### src/verilog/lss_pkg.sv
// package: constants and types of the layer-setting-service responder
package lss_pkg;
  // ------------------------------------------------------------
  // frame identifiers
  // ------------------------------------------------------------
  localparam logic [10:0] REQ_ID        = 11'h7E5;   // master to device
  localparam logic [10:0] RSP_ID        = 11'h7E4;   // device to master
  // ------------------------------------------------------------
  // command bytes and arguments
  // ------------------------------------------------------------
  localparam logic [7:0]  CS_SWITCH     = 8'h04;     // switch state global
  localparam logic [7:0]  CS_NODE_ID    = 8'h11;     // configure node id
  localparam logic [7:0]  CS_BIT_TIMING = 8'h13;     // configure bit timing
  localparam logic [7:0]  CS_ACTIVATE   = 8'h15;     // activate bit timing
  localparam logic [7:0]  CS_STORE      = 8'h17;     // store configuration
  localparam logic [7:0]  ARG_CONFIG    = 8'h01;     // enter configuration
  localparam logic [7:0]  ARG_WAITING   = 8'h00;     // back to waiting
  localparam logic [7:0]  TABLE_SEL     = 8'h00;     // standard rate table
  localparam logic [7:0]  ACK_ZERO      = 8'h00;     // ack filler byte
  // ------------------------------------------------------------
  // lengths
  // ------------------------------------------------------------
  localparam logic [3:0]  LEN_ONE       = 4'h1;
  localparam logic [3:0]  LEN_TWO       = 4'h2;
  localparam logic [3:0]  LEN_THREE     = 4'h3;
  // ------------------------------------------------------------
  // defaults and rate indexes
  // ------------------------------------------------------------
  localparam logic [7:0]  DEF_NODE_ID   = 8'h7F;     // node id 127
  localparam logic [3:0]  RATE_1M       = 4'h0;
  localparam logic [3:0]  RATE_800K     = 4'h1;
  localparam logic [3:0]  RATE_500K     = 4'h2;
  localparam logic [3:0]  RATE_250K     = 4'h3;
  localparam logic [3:0]  RATE_125K     = 4'h4;      // default rate
  localparam logic [3:0]  RATE_RSVD     = 4'h5;      // reserved index
  localparam logic [3:0]  RATE_50K      = 4'h6;
  localparam logic [3:0]  RATE_20K      = 4'h7;
  localparam logic [3:0]  RATE_10K      = 4'h8;
  localparam logic [7:0]  RATE_MAX      = 8'h08;
  // ------------------------------------------------------------
  // timing
  // ------------------------------------------------------------
  localparam int          CLK_HZ        = 40_000_000;
  localparam int          DELAY_UNIT_MS = 1;         // switch delay unit
  localparam int          MS_CYCLES     = CLK_HZ / 1000 * DELAY_UNIT_MS;
  // ------------------------------------------------------------
  // types
  // ------------------------------------------------------------
  typedef enum logic [1:0] {LSS_WAITING, LSS_CONFIG} lss_mode_t;
  typedef enum logic [1:0] {SW_IDLE, SW_FIRST, SW_SECOND} lss_sw_t;
endpackage

### src/verilog/lss_nv_if.sv
// interface: link between responder and its settings store, which reset loads with the factory image
`timescale 1ns/1ps
interface lss_nv_if;
  logic       wr;        // one-cycle write strobe
  logic [7:0] wr_node;   // node id to save
  logic [3:0] wr_rate;   // rate index to save
  logic [7:0] rd_node;   // saved node id, registered
  logic [3:0] rd_rate;   // saved rate index, registered
  logic       rd_valid;  // saved image loaded after reset
  modport ctl (output wr, output wr_node, output wr_rate, input rd_node, input rd_rate, input rd_valid);
  modport mem (input wr, input wr_node, input wr_rate, output rd_node, output rd_rate, output rd_valid);
endinterface

### src/verilog/lss_nv_store.sv
// module: settings store holding node id and rate index
`timescale 1ns/1ps
module lss_nv_store (
  input  wire logic i_clk,
  input  wire logic i_rst_n,
  lss_nv_if.mem     nv
);
  // ------------------------------------------------------------
  // storage
  // ------------------------------------------------------------
  logic [7:0] node;        // saved node id
  logic [3:0] rate;        // saved rate index
  logic       valid;       // output valid flag
  logic [7:0] next_node;
  logic [3:0] next_rate;
  logic       next_valid;

  // next values: write updates the image
  always_comb begin
    next_node  = node;
    next_rate  = rate;
    next_valid = 1'b1;
    if (nv.wr) begin
      next_node = nv.wr_node;
      next_rate = nv.wr_rate;
    end
  end

  // registers, factory image at reset
  always_ff @(posedge i_clk or negedge i_rst_n) begin
    if (!i_rst_n) begin
      node  <= lss_pkg::DEF_NODE_ID;
      rate  <= lss_pkg::RATE_125K;
      valid <= 1'b0;
    end else begin
      node  <= next_node;
      rate  <= next_rate;
      valid <= next_valid;
    end
  end

  assign nv.rd_node  = node;
  assign nv.rd_rate  = rate;
  assign nv.rd_valid = valid;
endmodule

### src/verilog/lss_responder.sv
// module: layer-setting-service responder for node id and bit rate
`timescale 1ns/1ps
module lss_responder (
  input  wire logic        i_clk,          // 40 MHz
  input  wire logic        i_rst_n,        // async, active low
  input  wire logic        i_rx_valid,     // received frame strobe
  input  wire logic [10:0] i_rx_id,        // received identifier
  input  wire logic [3:0]  i_rx_len,       // received length
  input  wire logic [7:0]  i_rx_d0,        // data byte 0
  input  wire logic [7:0]  i_rx_d1,        // data byte 1
  input  wire logic [7:0]  i_rx_d2,        // data byte 2
  input  wire logic        i_tx_ready,     // controller takes response
  output logic             o_tx_valid,     // response pending
  output logic [10:0]      o_tx_id,        // response identifier
  output logic [3:0]       o_tx_len,       // response length
  output logic [7:0]       o_tx_d0,        // response byte 0
  output logic [7:0]       o_tx_d1,        // response byte 1
  output logic [7:0]       o_tx_d2,        // response byte 2
  output logic [7:0]       o_node_id,      // live node id
  output logic [3:0]       o_rate_idx,     // live rate index
  output logic [19:0]      o_rate_kbps,    // live rate in kbit/s
  output logic             o_config_mode,  // in configuration state
  output logic             o_tx_inhibit,   // no transmission during switch
  output logic             o_node_reset    // one-cycle reset to pre-operational
);
  // ------------------------------------------------------------
  // rate decode
  // ------------------------------------------------------------
  function automatic logic [19:0] rate_kbps(input logic [3:0] idx);
    case (idx)
      lss_pkg::RATE_1M:   rate_kbps = 20'h003E8;
      lss_pkg::RATE_800K: rate_kbps = 20'h00320;
      lss_pkg::RATE_500K: rate_kbps = 20'h001F4;
      lss_pkg::RATE_250K: rate_kbps = 20'h000FA;
      lss_pkg::RATE_125K: rate_kbps = 20'h0007D;
      lss_pkg::RATE_50K:  rate_kbps = 20'h00032;
      lss_pkg::RATE_20K:  rate_kbps = 20'h00014;
      lss_pkg::RATE_10K:  rate_kbps = 20'h0000A;
      default:            rate_kbps = 20'h00000;          // reserved
    endcase
  endfunction

  // ------------------------------------------------------------
  // store instance
  // ------------------------------------------------------------
  lss_nv_if nv ();
  lss_nv_store u_store (
    .i_clk   (i_clk),
    .i_rst_n (i_rst_n),
    .nv      (nv)
  );

  // ------------------------------------------------------------
  // state
  // ------------------------------------------------------------
  lss_pkg::lss_mode_t mode, next_mode;         // waiting or configuration
  lss_pkg::lss_sw_t   sw, next_sw;             // bit-rate switch sequencer
  logic [7:0]  node, next_node;                // live node id
  logic [3:0]  rate, next_rate;                // live rate index
  logic [7:0]  pend_node, next_pend_node;      // pending node id
  logic [3:0]  pend_rate, next_pend_rate;      // pending rate index
  logic [15:0] delay, next_delay;              // switch delay in ms
  logic [15:0] ms_left, next_ms_left;          // ms still to wait
  logic [15:0] cyc, next_cyc;                  // cycles within one ms
  logic        loaded, next_loaded;            // image taken from store
  logic        tx_valid, next_tx_valid;
  logic [7:0]  tx_d0, next_tx_d0;
  logic        nv_wr, next_nv_wr;
  logic        node_reset, next_node_reset;
  logic        inhibit, next_inhibit;
  logic        out_valid, next_out_valid;      // response flag at the port
  logic        out_cfg, next_out_cfg;          // mode flag at the port

  // ------------------------------------------------------------
  // request decode
  // ------------------------------------------------------------
  logic req;
  logic cfg;
  // only frames on the request identifier count
  assign req = i_rx_valid && (i_rx_id == lss_pkg::REQ_ID);
  assign cfg = (mode == lss_pkg::LSS_CONFIG);

  // next values of command handling
  always_comb begin
    next_mode       = mode;
    next_pend_node  = pend_node;
    next_pend_rate  = pend_rate;
    next_delay      = delay;
    // response drops at the edge that hands it over
    next_tx_valid   = tx_valid && !i_tx_ready;
    next_tx_d0      = tx_d0;
    next_nv_wr      = 1'b0;
    next_node_reset = 1'b0;
    next_loaded     = loaded || nv.rd_valid;
    if (!loaded && nv.rd_valid) begin
      // start-up copies saved image into pending
      next_pend_node = nv.rd_node;
      next_pend_rate = nv.rd_rate;
    end
    // switch state is taken in any state
    if (req && i_rx_d0 == lss_pkg::CS_SWITCH && i_rx_len == lss_pkg::LEN_TWO) begin
      if (i_rx_d1 == lss_pkg::ARG_CONFIG) begin
        next_mode = lss_pkg::LSS_CONFIG;
      end else if (i_rx_d1 == lss_pkg::ARG_WAITING) begin
        next_mode       = lss_pkg::LSS_WAITING;
        next_node_reset = cfg;
      end
    end else if (req && cfg && !tx_valid) begin
      // node id: kept pending, acked
      if (i_rx_d0 == lss_pkg::CS_NODE_ID && i_rx_len == lss_pkg::LEN_TWO) begin
        next_pend_node = i_rx_d1;
        next_tx_valid  = 1'b1;
        next_tx_d0     = lss_pkg::CS_NODE_ID;
      end else if (i_rx_d0 == lss_pkg::CS_BIT_TIMING && i_rx_len == lss_pkg::LEN_THREE &&
                   i_rx_d1 == lss_pkg::TABLE_SEL) begin
        // out-of-table index acked, not taken
        if (i_rx_d2 <= lss_pkg::RATE_MAX && i_rx_d2[3:0] != lss_pkg::RATE_RSVD) begin
          next_pend_rate = i_rx_d2[3:0];
        end
        next_tx_valid = 1'b1;
        next_tx_d0    = lss_pkg::CS_BIT_TIMING;
      end else if (i_rx_d0 == lss_pkg::CS_ACTIVATE && i_rx_len == lss_pkg::LEN_THREE &&
                   sw == lss_pkg::SW_IDLE) begin
        // delay kept for the second period
        next_delay = {i_rx_d2, i_rx_d1};
      end else if (i_rx_d0 == lss_pkg::CS_STORE && i_rx_len == lss_pkg::LEN_ONE) begin
        // saves pending values, not live ones
        next_nv_wr    = 1'b1;
        next_tx_valid = 1'b1;
        next_tx_d0    = lss_pkg::CS_STORE;
      end
    end
  end

  // activation start strobe
  // same terms as the activate branch, so the
  // sequencer never starts without the delay
  logic act;
  assign act = req && cfg && !tx_valid && i_rx_d0 == lss_pkg::CS_ACTIVATE &&
               i_rx_len == lss_pkg::LEN_THREE && sw == lss_pkg::SW_IDLE;

  // ------------------------------------------------------------
  // bit-rate switch sequencer
  // ------------------------------------------------------------
  // one tick for every ms of the clock
  logic ms_tick;
  assign ms_tick = (cyc == 16'(lss_pkg::MS_CYCLES - 1));

  // next values: two equal delay periods around the switch
  always_comb begin
    next_sw      = sw;
    next_ms_left = ms_left;
    // ms cycle count, cleared when idle and between periods
    next_cyc     = (sw == lss_pkg::SW_IDLE || ms_tick) ? 16'h0000 : 16'(cyc + 16'h0001);
    next_rate    = rate;
    next_node    = node;
    next_inhibit = inhibit;
    if (!loaded && nv.rd_valid) begin
      next_node = nv.rd_node;
      next_rate = nv.rd_rate;
    end
    // new node id goes live on leaving configuration
    if (node_reset) begin
      next_node = pend_node;
    end
    case (sw)
      lss_pkg::SW_IDLE: begin
        // idle until an activation is taken
        if (act) begin
          next_sw      = lss_pkg::SW_FIRST;
          next_ms_left = {i_rx_d2, i_rx_d1};
          next_inhibit = 1'b1;
        end
      end
      lss_pkg::SW_FIRST: begin
        // first period, then the switch
        if (ms_left == 16'h0000) begin
          next_rate    = pend_rate;
          next_ms_left = delay;
          next_sw      = lss_pkg::SW_SECOND;
          next_cyc     = 16'h0000;                                       // equal periods
        end else if (ms_tick) begin
          next_ms_left = 16'(ms_left - 16'h0001);
        end
      end
      lss_pkg::SW_SECOND: begin
        // second period, then release
        if (ms_left == 16'h0000) begin
          next_inhibit = 1'b0;
          next_sw      = lss_pkg::SW_IDLE;
        end else if (ms_tick) begin
          next_ms_left = 16'(ms_left - 16'h0001);
        end
      end
      default: begin
        next_sw = lss_pkg::SW_IDLE;
      end
    endcase
  end

  // registers of both groups
  always_ff @(posedge i_clk or negedge i_rst_n) begin
    if (!i_rst_n) begin
      mode       <= lss_pkg::LSS_WAITING;
      sw         <= lss_pkg::SW_IDLE;
      node       <= lss_pkg::DEF_NODE_ID;
      rate       <= lss_pkg::RATE_125K;
      pend_node  <= lss_pkg::DEF_NODE_ID;
      pend_rate  <= lss_pkg::RATE_125K;
      delay      <= 16'h0000;
      ms_left    <= 16'h0000;
      cyc        <= 16'h0000;
      loaded     <= 1'b0;
      tx_valid   <= 1'b0;
      tx_d0      <= 8'h00;
      nv_wr      <= 1'b0;
      node_reset <= 1'b0;
      inhibit    <= 1'b0;
    end else begin
      mode       <= next_mode;
      sw         <= next_sw;
      node       <= next_node;
      rate       <= next_rate;
      pend_node  <= next_pend_node;
      pend_rate  <= next_pend_rate;
      delay      <= next_delay;
      ms_left    <= next_ms_left;
      cyc        <= next_cyc;
      loaded     <= next_loaded;
      tx_valid   <= next_tx_valid;
      tx_d0      <= next_tx_d0;
      nv_wr      <= next_nv_wr;
      node_reset <= next_node_reset;
      inhibit    <= next_inhibit;
    end
  end

  // next values of the port flags
  always_comb begin
    next_out_valid = next_tx_valid && !next_inhibit;
    next_out_cfg   = (next_mode == lss_pkg::LSS_CONFIG);
  end

  // port flag registers, so no port is a gate output
  always_ff @(posedge i_clk or negedge i_rst_n) begin
    if (!i_rst_n) begin
      out_valid <= 1'b0;
      out_cfg   <= 1'b0;
    end else begin
      out_valid <= next_out_valid;
      out_cfg   <= next_out_cfg;
    end
  end

  // ------------------------------------------------------------
  // store and outputs
  // ------------------------------------------------------------
  // the store always receives the pending values
  assign nv.wr      = nv_wr;
  assign nv.wr_node = pend_node;
  assign nv.wr_rate = pend_rate;

  logic [19:0] kbps;                        // registered rate value
  // rate value register
  always_ff @(posedge i_clk or negedge i_rst_n) begin
    if (!i_rst_n) begin
      kbps <= 20'h0007D;
    end else begin
      kbps <= rate_kbps(rate);
    end
  end

  // ports: id, length and filler bytes are fixed
  assign o_tx_valid    = out_valid;
  assign o_tx_id       = lss_pkg::RSP_ID;
  assign o_tx_len      = lss_pkg::LEN_THREE;
  assign o_tx_d0       = tx_d0;
  assign o_tx_d1       = lss_pkg::ACK_ZERO;
  assign o_tx_d2       = lss_pkg::ACK_ZERO;
  assign o_node_id     = node;
  assign o_rate_idx    = rate;
  assign o_rate_kbps   = kbps;
  assign o_config_mode = out_cfg;
  assign o_tx_inhibit  = inhibit;
  assign o_node_reset  = node_reset;
endmodule
### config.mk
export PLATFORM = sky130hd
export DESIGN_NAME = lss_responder
export DESIGN_NICKNAME = d
export VERILOG_FILES = /design/src/verilog/lss_pkg.sv /design/src/verilog/lss_nv_if.sv /design/src/verilog/lss_nv_store.sv /design/src/verilog/lss_responder.sv
export SDC_FILE = /design/constraint.sdc
export NUM_CORES = 1
export LEC_CHECK = 0
export ABC_AREA = 1
export BUFFER_PORTS_ARGS = -buffer_cell sky130_fd_sc_hd__buf_2
export CAP_MARGIN = 0
export CORE_MARGIN = 8
export CORE_UTILIZATION = 57
export DETAILED_ROUTE_END_ITERATION = 8
export PLACE_DENSITY = 0.81
export SLEW_MARGIN = 0
export SYNTH_ARGS = -nofsm -noshare
export SYNTH_HDL_FRONTEND = slang
export SYNTH_SLANG_ARGS = --single-unit
### constraint.sdc
create_clock -name i_clk -period 2 [get_ports i_clk]
set_clock_uncertainty 0.15 [all_clocks]
set_input_delay 0.2 -clock i_clk [delete_from_list [all_inputs] [get_ports i_clk]]
set_output_delay 0.2 -clock i_clk [all_outputs]
set_load 0.02 [all_outputs]
Word-level counts from Yosys, hierarchy flattened
Memory sizes are Yosys's and may differ from the RTL's. A register that Yosys moved wholly into a read port is not among the register bits.
Index checks and enable logic that the tools add are counted.

storage, ports and cells
  register bits = 124
  bits in latches = 0
  memory bits (writable) = 0
  ROM bits = 160
  input bits = 43
  output and inout port bits = 75
  logic and storage cells = 136
  memories kept = 1

operators by class
  $add $sub $neg = 2
  multipliers = 0
  div/mod/pow operators = 0
  order comparisons = 1
  eq/ne operators = 21
  shift operators = 0
  mux-type cells = 52
  bitwise logic cells = 3
  reduce and logical (&&, ||, !) cells = 35

memory list
  name              words  bits a word  rd ports  clocked after Yosys merged registers in  wr ports  line                 RTL
  (name not given)  16     10           1         1                                        0         lss_responder.sv:30  case (idx)

operators with widths
  kind                   count
  $mux 16                7
  $mux 8                 10
  $pmux 16 s3            1
  $mux 4                 9
  $eq 8x5->1 const B     4
  $logic_and 1x1->1      18
  $mux 1                 17
  $add 16x1->16 const B  1
  $eq 16x16->1 const B   1
  $logic_not 16->1       1
  $sub 16x1->16 const B  1
  $mux 2                 6
  $eq 11x11->1 const B   1
  $eq 4x2->1 const B     2
  $eq 8x1->1 const B     1
  $eq 8x3->1 const B     1
  $le 8x4->1 const B     1
  $logic_not 8->1        1
  $ne 2x2->1 const B     4
  $eq 2x1->1 const B     3
  $pmux 2 s3             1
  $reduce_and 3->1       2
  $reduce_bool 3->1      2
  $logic_not 1->1        5
  11 further kinds       14

Logic depth before layout (Yosys ltp)
  depth after elaboration = 11
  depth in mapped cells = 13
  gate-level depth less buffers = 12

Modules after synthesis
A second synthesis with hierarchy kept.

second synthesis, totals
  cell total of the unflattened synthesis = 867
  area total of the unflattened synthesis = 6537.5 µm²

by module, submodules not included
  module         instances  cells each  area an instance (µm²)  seq. area each (µm²)
  lss_responder  1          814         6040.8                  2429.8
  lss_nv_store   1          53          496.7                   335.3

Worst setup path after synthesis
No wires, ideal clock.

  kind = register -> register
  start = register ms_left[0]
  end = register cyc[12]
  data arrival time = 1.516 ns
  slack = 0.213 ns
  cell stages (with the launch flop) = 11
  path buffers = 1
  cells stage by stage = dfrtp_1 -> inv_1 -> ha_1 -> nand2_1 -> nor2_1 -> nand2_2 -> nor2_4 -> nor2_1 -> buf_4 -> o21ai_0 -> nor2_1

on the way
  word-level cells in the longest chain between the ends = 3

RTL lines
  item                    line                  RTL
  from (decl)             lss_responder.sv:63   logic [15:0] ms_left, next_ms_left;
  from (signal assigned)  lss_responder.sv:227  ms_left <= next_ms_left;
  $logic_not 16->1        lss_responder.sv:177  if (ms_left == 16'h0000) begin
  $mux 16                 lss_responder.sv:177
  $mux 16                 lss_responder.sv:166  case (sw)
  via next_cyc[12]        lss_responder.sv:64   logic [15:0] cyc, next_cyc;
  to (signal assigned)    lss_responder.sv:228  cyc <= next_cyc;
  to (decl)               lss_responder.sv:64

The timed path passes the listed nets, and every way through them passes these cells.
A chain may end at the register's enable or synchronous reset.

Worst setup path in the final report
  start = register cyc[0]
  end = register cyc[12]

on the way
  word-level cells in the longest chain between the ends = 5
  elaborated cells between the ends (all ways) = 6

RTL lines
  item                                                   line                  RTL
  branches (longest 2 deep; another with $add 16x1->16)  n/a
  $mux 16 (*)                                            lss_responder.sv:154  next_cyc = (sw == lss_pkg::SW_IDLE || ms_tick) ? 16'h0000 : 16'(cyc + 16'h0001);
  $mux 16                                                lss_responder.sv:177
  $mux 16 (*)                                            lss_responder.sv:166
  via next_cyc[12]                                       lss_responder.sv:64

Mark *: on every way through the listed nets, which the timed path passes.

==> flow_metrics.tcl <==
set metrics [dict create \
    run_status "completed" \
    finalWorstPathRequiredPeriod_ps 1966 \
    netlist_area_um2 6467 \
    yosys_most_used_dff "sky130_fd_sc_hd__dfrtp_1" \
    clkPwrFrac_pct 41.1 \
    worstReg2RegEnd "cyc[12]$_DFF_PN0_" \
    area_delta_synth_final_pct 16.93 \
    placedCellCount 1072 \
    critical_path_arrival_ps 2090 \
    buffer_ports.inserted 72 \
    post-layout-total-power_mw 4.680 \
    drt_drc_violations_left 0 \
    post-synth-top-count-cell "sky130_fd_sc_hd__nand2_1" \
    synthCells 845 \
    global_route_wire_length_before_repair_mm 25.34 \
    crit-reg2reg-launch "cyc[0]$_DFF_PN0_" \
    finished_layout_cells 1103 \
    synth_edf_count 0 \
    timing.max_cap.violations 0 \
    relSlewSlack_pct 59.87 \
    setup.worst_path.start_class "register" \
    p_per_area_nw_per_um2 618.9 \
    crit_fanout 5 \
    synthTopCellsByArea "sky130_fd_sc_hd__dfrtp_1, sky130_fd_sc_hd__nand2_1, sky130_fd_sc_hd__dfstp_2, sky130_fd_sc_hd__inv_1, sky130_fd_sc_hd__buf_4" \
    power.sequential.fraction_pct 48.1 \
    mapped_avg_cell_area_um2 7.654 \
    floorplan.die.height_um 122.5 \
    yosys_register_bits 109 \
    postPlaceCellArea_um2 6993 \
    numCtsBuffers 9 \
    boundaryPins 118 \
    worstSkewPairLatency_ps 350 \
    regArea_um2 2768 \
    power_frac_comb_pct 10.8 \
    drive_gt1_share_pct 23.88 \
    grt_start_max_net_pins 37 \
    worst_hold_startpoint "i_rx_d2[7]" \
    clk_transition_reported_paths_ps 70 \
    cts_root_buffer "sky130_fd_sc_hd__clkbuf_16" \
    synth-seq-area-share_pct 42.75 \
    fmax_mhz 508.6 \
    hold_path_end "delay[15]$_DFFE_PN0P_" \
    cts-htree-levels 3 \
    initial_standard_cell_utilization_of_the_core_pct 57.63 \
    detailedRoute.firstPassIterationCount 5 \
    clock_tree_from_tritoncts "yes" \
    r2r_slack_ps 30 \
    rows 39 \
    cell_internal_pwr_mw 3.520 \
    synth.largest_area_cell "sky130_fd_sc_hd__dfrtp_1" \
    synth.distinct_cells 45 \
    finalMaxSlewViolations 0 \
    multiInputGateArea_um2 3048 \
    avgViaCountPerCell 5.145 \
    clock_tree.buffer_depth 2 \
    grt_antenna_before_repair 0 \
    dr_total_vias 5675 \
    fp.coreArea_um2 11220 \
    setup_repair_after_global_routing_missed_its_margin "yes" \
    synth.top_cell.area_share_pct 30.57 \
    r2r_cells 9 \
    wl_per_cell_um 14.54 \
    power_switching_share_pct 24.80 \
    critical_path_class "reg2reg" \
    final.setup.worst_slack_ps 33.90 \
    nNetsFinal 1007 \
    layout.cell_area.non_filler_um2 7562 \
    worst_slew_pin_slew_ps 595.6 \
    detailedPlacementHpwl_mm 11.47 \
    switchingPower_mw 1.161 \
    globalplace.congestion 0.9136 \
    via_count_of_the_first_global_routing_pass 5449 \
    groute.usage.overall_pct 21.27 \
    synth_top_cells_by_count "sky130_fd_sc_hd__nand2_1, sky130_fd_sc_hd__inv_1, sky130_fd_sc_hd__dfrtp_1" \
    number_of_warnings_issued_by_yosys 0 \
    finalHoldViolations 0 \
    hold_path.class "in2reg" \
    ant_nets 0 \
    fillerInstances 905 \
    worst_ir_drop_vdd_v 0.0005563 \
    static-leakage-power_nw 3.882 \
    synthArstFlopShare_pct 100.0 \
    worst_hold_stages 3 \
    cts.sinks 109 \
    worst-endpoint-required_ps 2130 \
    final.period_utilization_pct 98.31 \
    timing.hold.ws_ps 8.934 \
    totalWireLength_mm 16.04 \
    detailedPlace.worstSlack_ps -9.071 \
    violation_count_after_the_first_detailed_route_iteration 404 \
    grt_overflow 0 \
    final-setup-viol-count 0 \
    die_area_um2 15010 \
    die_w_um 122.5 \
    worstSetupEndpointType "register" \
]
## worst max-delay path by stage
| stage | endpoint | startpoint | slack, ps | cells after the start |
|---|---|---|---|---|
| final | cyc[12]$_DFF_PN0_ | cyc[0]$_DFF_PN0_ | 30 | 9 |
| after floorplan | cyc[12]$_DFF_PN0_ | ms_left[0]$_DFFE_PN0P_ | 210 | 10 |
| after global routing | cyc[12]$_DFF_PN0_ | cyc[0]$_DFF_PN0_ | -100 | 9 |
| after detailed placement | cyc[9]$_DFF_PN0_ | cyc[0]$_DFF_PN0_ | -9 | 8 |
| after CTS | ms_left[15]$_DFFE_PN0P_ | ms_left[0]$_DFFE_PN0P_ | 10 | 12 |
| after global placement | ms_left[7]$_DFFE_PN0P_ | ms_left[0]$_DFFE_PN0P_ | 90 | 13 |
## stage by stage
step / utilization [%] / TNS, ps
final: 67.38 / 0
after global routing: 67.36 / -219.3
after global placement: 62.31 / 0
after floorplan: - / 0
after detailed placement: 62.31 / -9.071
after CTS: 65.75 / 0
## per-layer routing
layer  track usage, %  vias up  wire length (um)
li1                 -     2817                 -
met1            27.09     2619              6803
met2            34.10      214              7653
met3            5.612       25              1195
met4            8.225        0               385
met5                0        -                 0
## cell usage in the layout (no fill, tap or decap), types with 4 or more instances in the layout
cell type,count
sky130_fd_sc_hd__a21oi_1,37
sky130_fd_sc_hd__buf_12,4
sky130_fd_sc_hd__buf_2,71
sky130_fd_sc_hd__buf_4,38
sky130_fd_sc_hd__clkbuf_16,11
sky130_fd_sc_hd__conb_1,46
sky130_fd_sc_hd__dfrtp_1,77
sky130_fd_sc_hd__dfstp_2,30
sky130_fd_sc_hd__dlygate4sd3_1,6
sky130_fd_sc_hd__ha_1,8
sky130_fd_sc_hd__inv_1,105
sky130_fd_sc_hd__mux2_2,8
sky130_fd_sc_hd__nand2_1,239
sky130_fd_sc_hd__nand2_2,5
sky130_fd_sc_hd__nand3_1,45
sky130_fd_sc_hd__nand4_1,11
sky130_fd_sc_hd__nor2_1,72
sky130_fd_sc_hd__nor2_2,6
sky130_fd_sc_hd__nor2_4,7
sky130_fd_sc_hd__nor3_1,12
sky130_fd_sc_hd__o211ai_1,11
sky130_fd_sc_hd__o21ai_0,35
sky130_fd_sc_hd__o21ai_1,6
sky130_fd_sc_hd__o21ai_2,17
sky130_fd_sc_hd__o21bai_1,6
## power groups by stage
| stage | clock network (mW) | registers, mW | logic (mW) |
|---|---|---|---|
| 2_1_floorplan | 0 | 2.30 | 0.343 |
| 3_3_place_gp | 0 | 2.29 | 0.464 |
| 3_5_place_dp | 0 | 2.29 | 0.472 |
| 4_1_cts | 1.97 | 2.25 | 0.485 |
| 5_1_grt | 2.06 | 2.25 | 0.561 |
| 6_report | 1.92 | 2.25 | 0.507 |
## repair_timing
item	4_1_cts	5_1_grt
pin swaps	0	12
setup endpoints to repair	2	29
endpoints found under the hold margin	33	0
hold buffers	6	0
gates resized for setup	2	21
cloned	0	2
setup buffers	0	6
## cell families after synthesis
logic type	count (synthesis)	share of synthesized area, %
AND/OR/NAND/NOR	420	28.32
buffers and inverters	176	14.06
AO/OA/AOI/OAI	118	11.14
flip-flops	109	42.76
adder cells (fa/ha/maj)	10	1.935
multiplexers	8	1.393
other	2	0.1161
XOR/XNOR	2	0.2709
## state kept, by name, indices dropped and copies added, names as in the netlist, 2 cells and up
signal / flops
ms_left: 16
o_rate_idx: 4
sw: 2
nv.wr_rate: 4
delay: 16
o_tx_d0: 3
o_rate_kbps: 10
o_node_id: 8
u_store.nv.rd_node: 8
nv.wr_node: 8
u_store.nv.rd_rate: 4
mode: 2
cyc: 16
## critical path, stage by stage, from the launching register on
cell and delay (ps):
sky130_fd_sc_hd__dfrtp_1 410, sky130_fd_sc_hd__ha_4 180, sky130_fd_sc_hd__nand3_4 100, sky130_fd_sc_hd__nor2_4 130, sky130_fd_sc_hd__nand2_2 80, sky130_fd_sc_hd__nor4_4 350
sky130_fd_sc_hd__nand3_2 170, sky130_fd_sc_hd__o21bai_1 190, sky130_fd_sc_hd__inv_1 60, sky130_fd_sc_hd__nor2_1 80
## layout make-up
class	instances	area share (%)
repair buffers	121	10.99
multi-input cells	604	40.30
clock inverters	4	0.9596
well taps	143	2.366
inverters	109	5.493
flip-flops and latches	109	36.60
diodes	1	0.03309
clock buffers	12	3.259
Note: power is estimated with default switching activity, not from simulation.
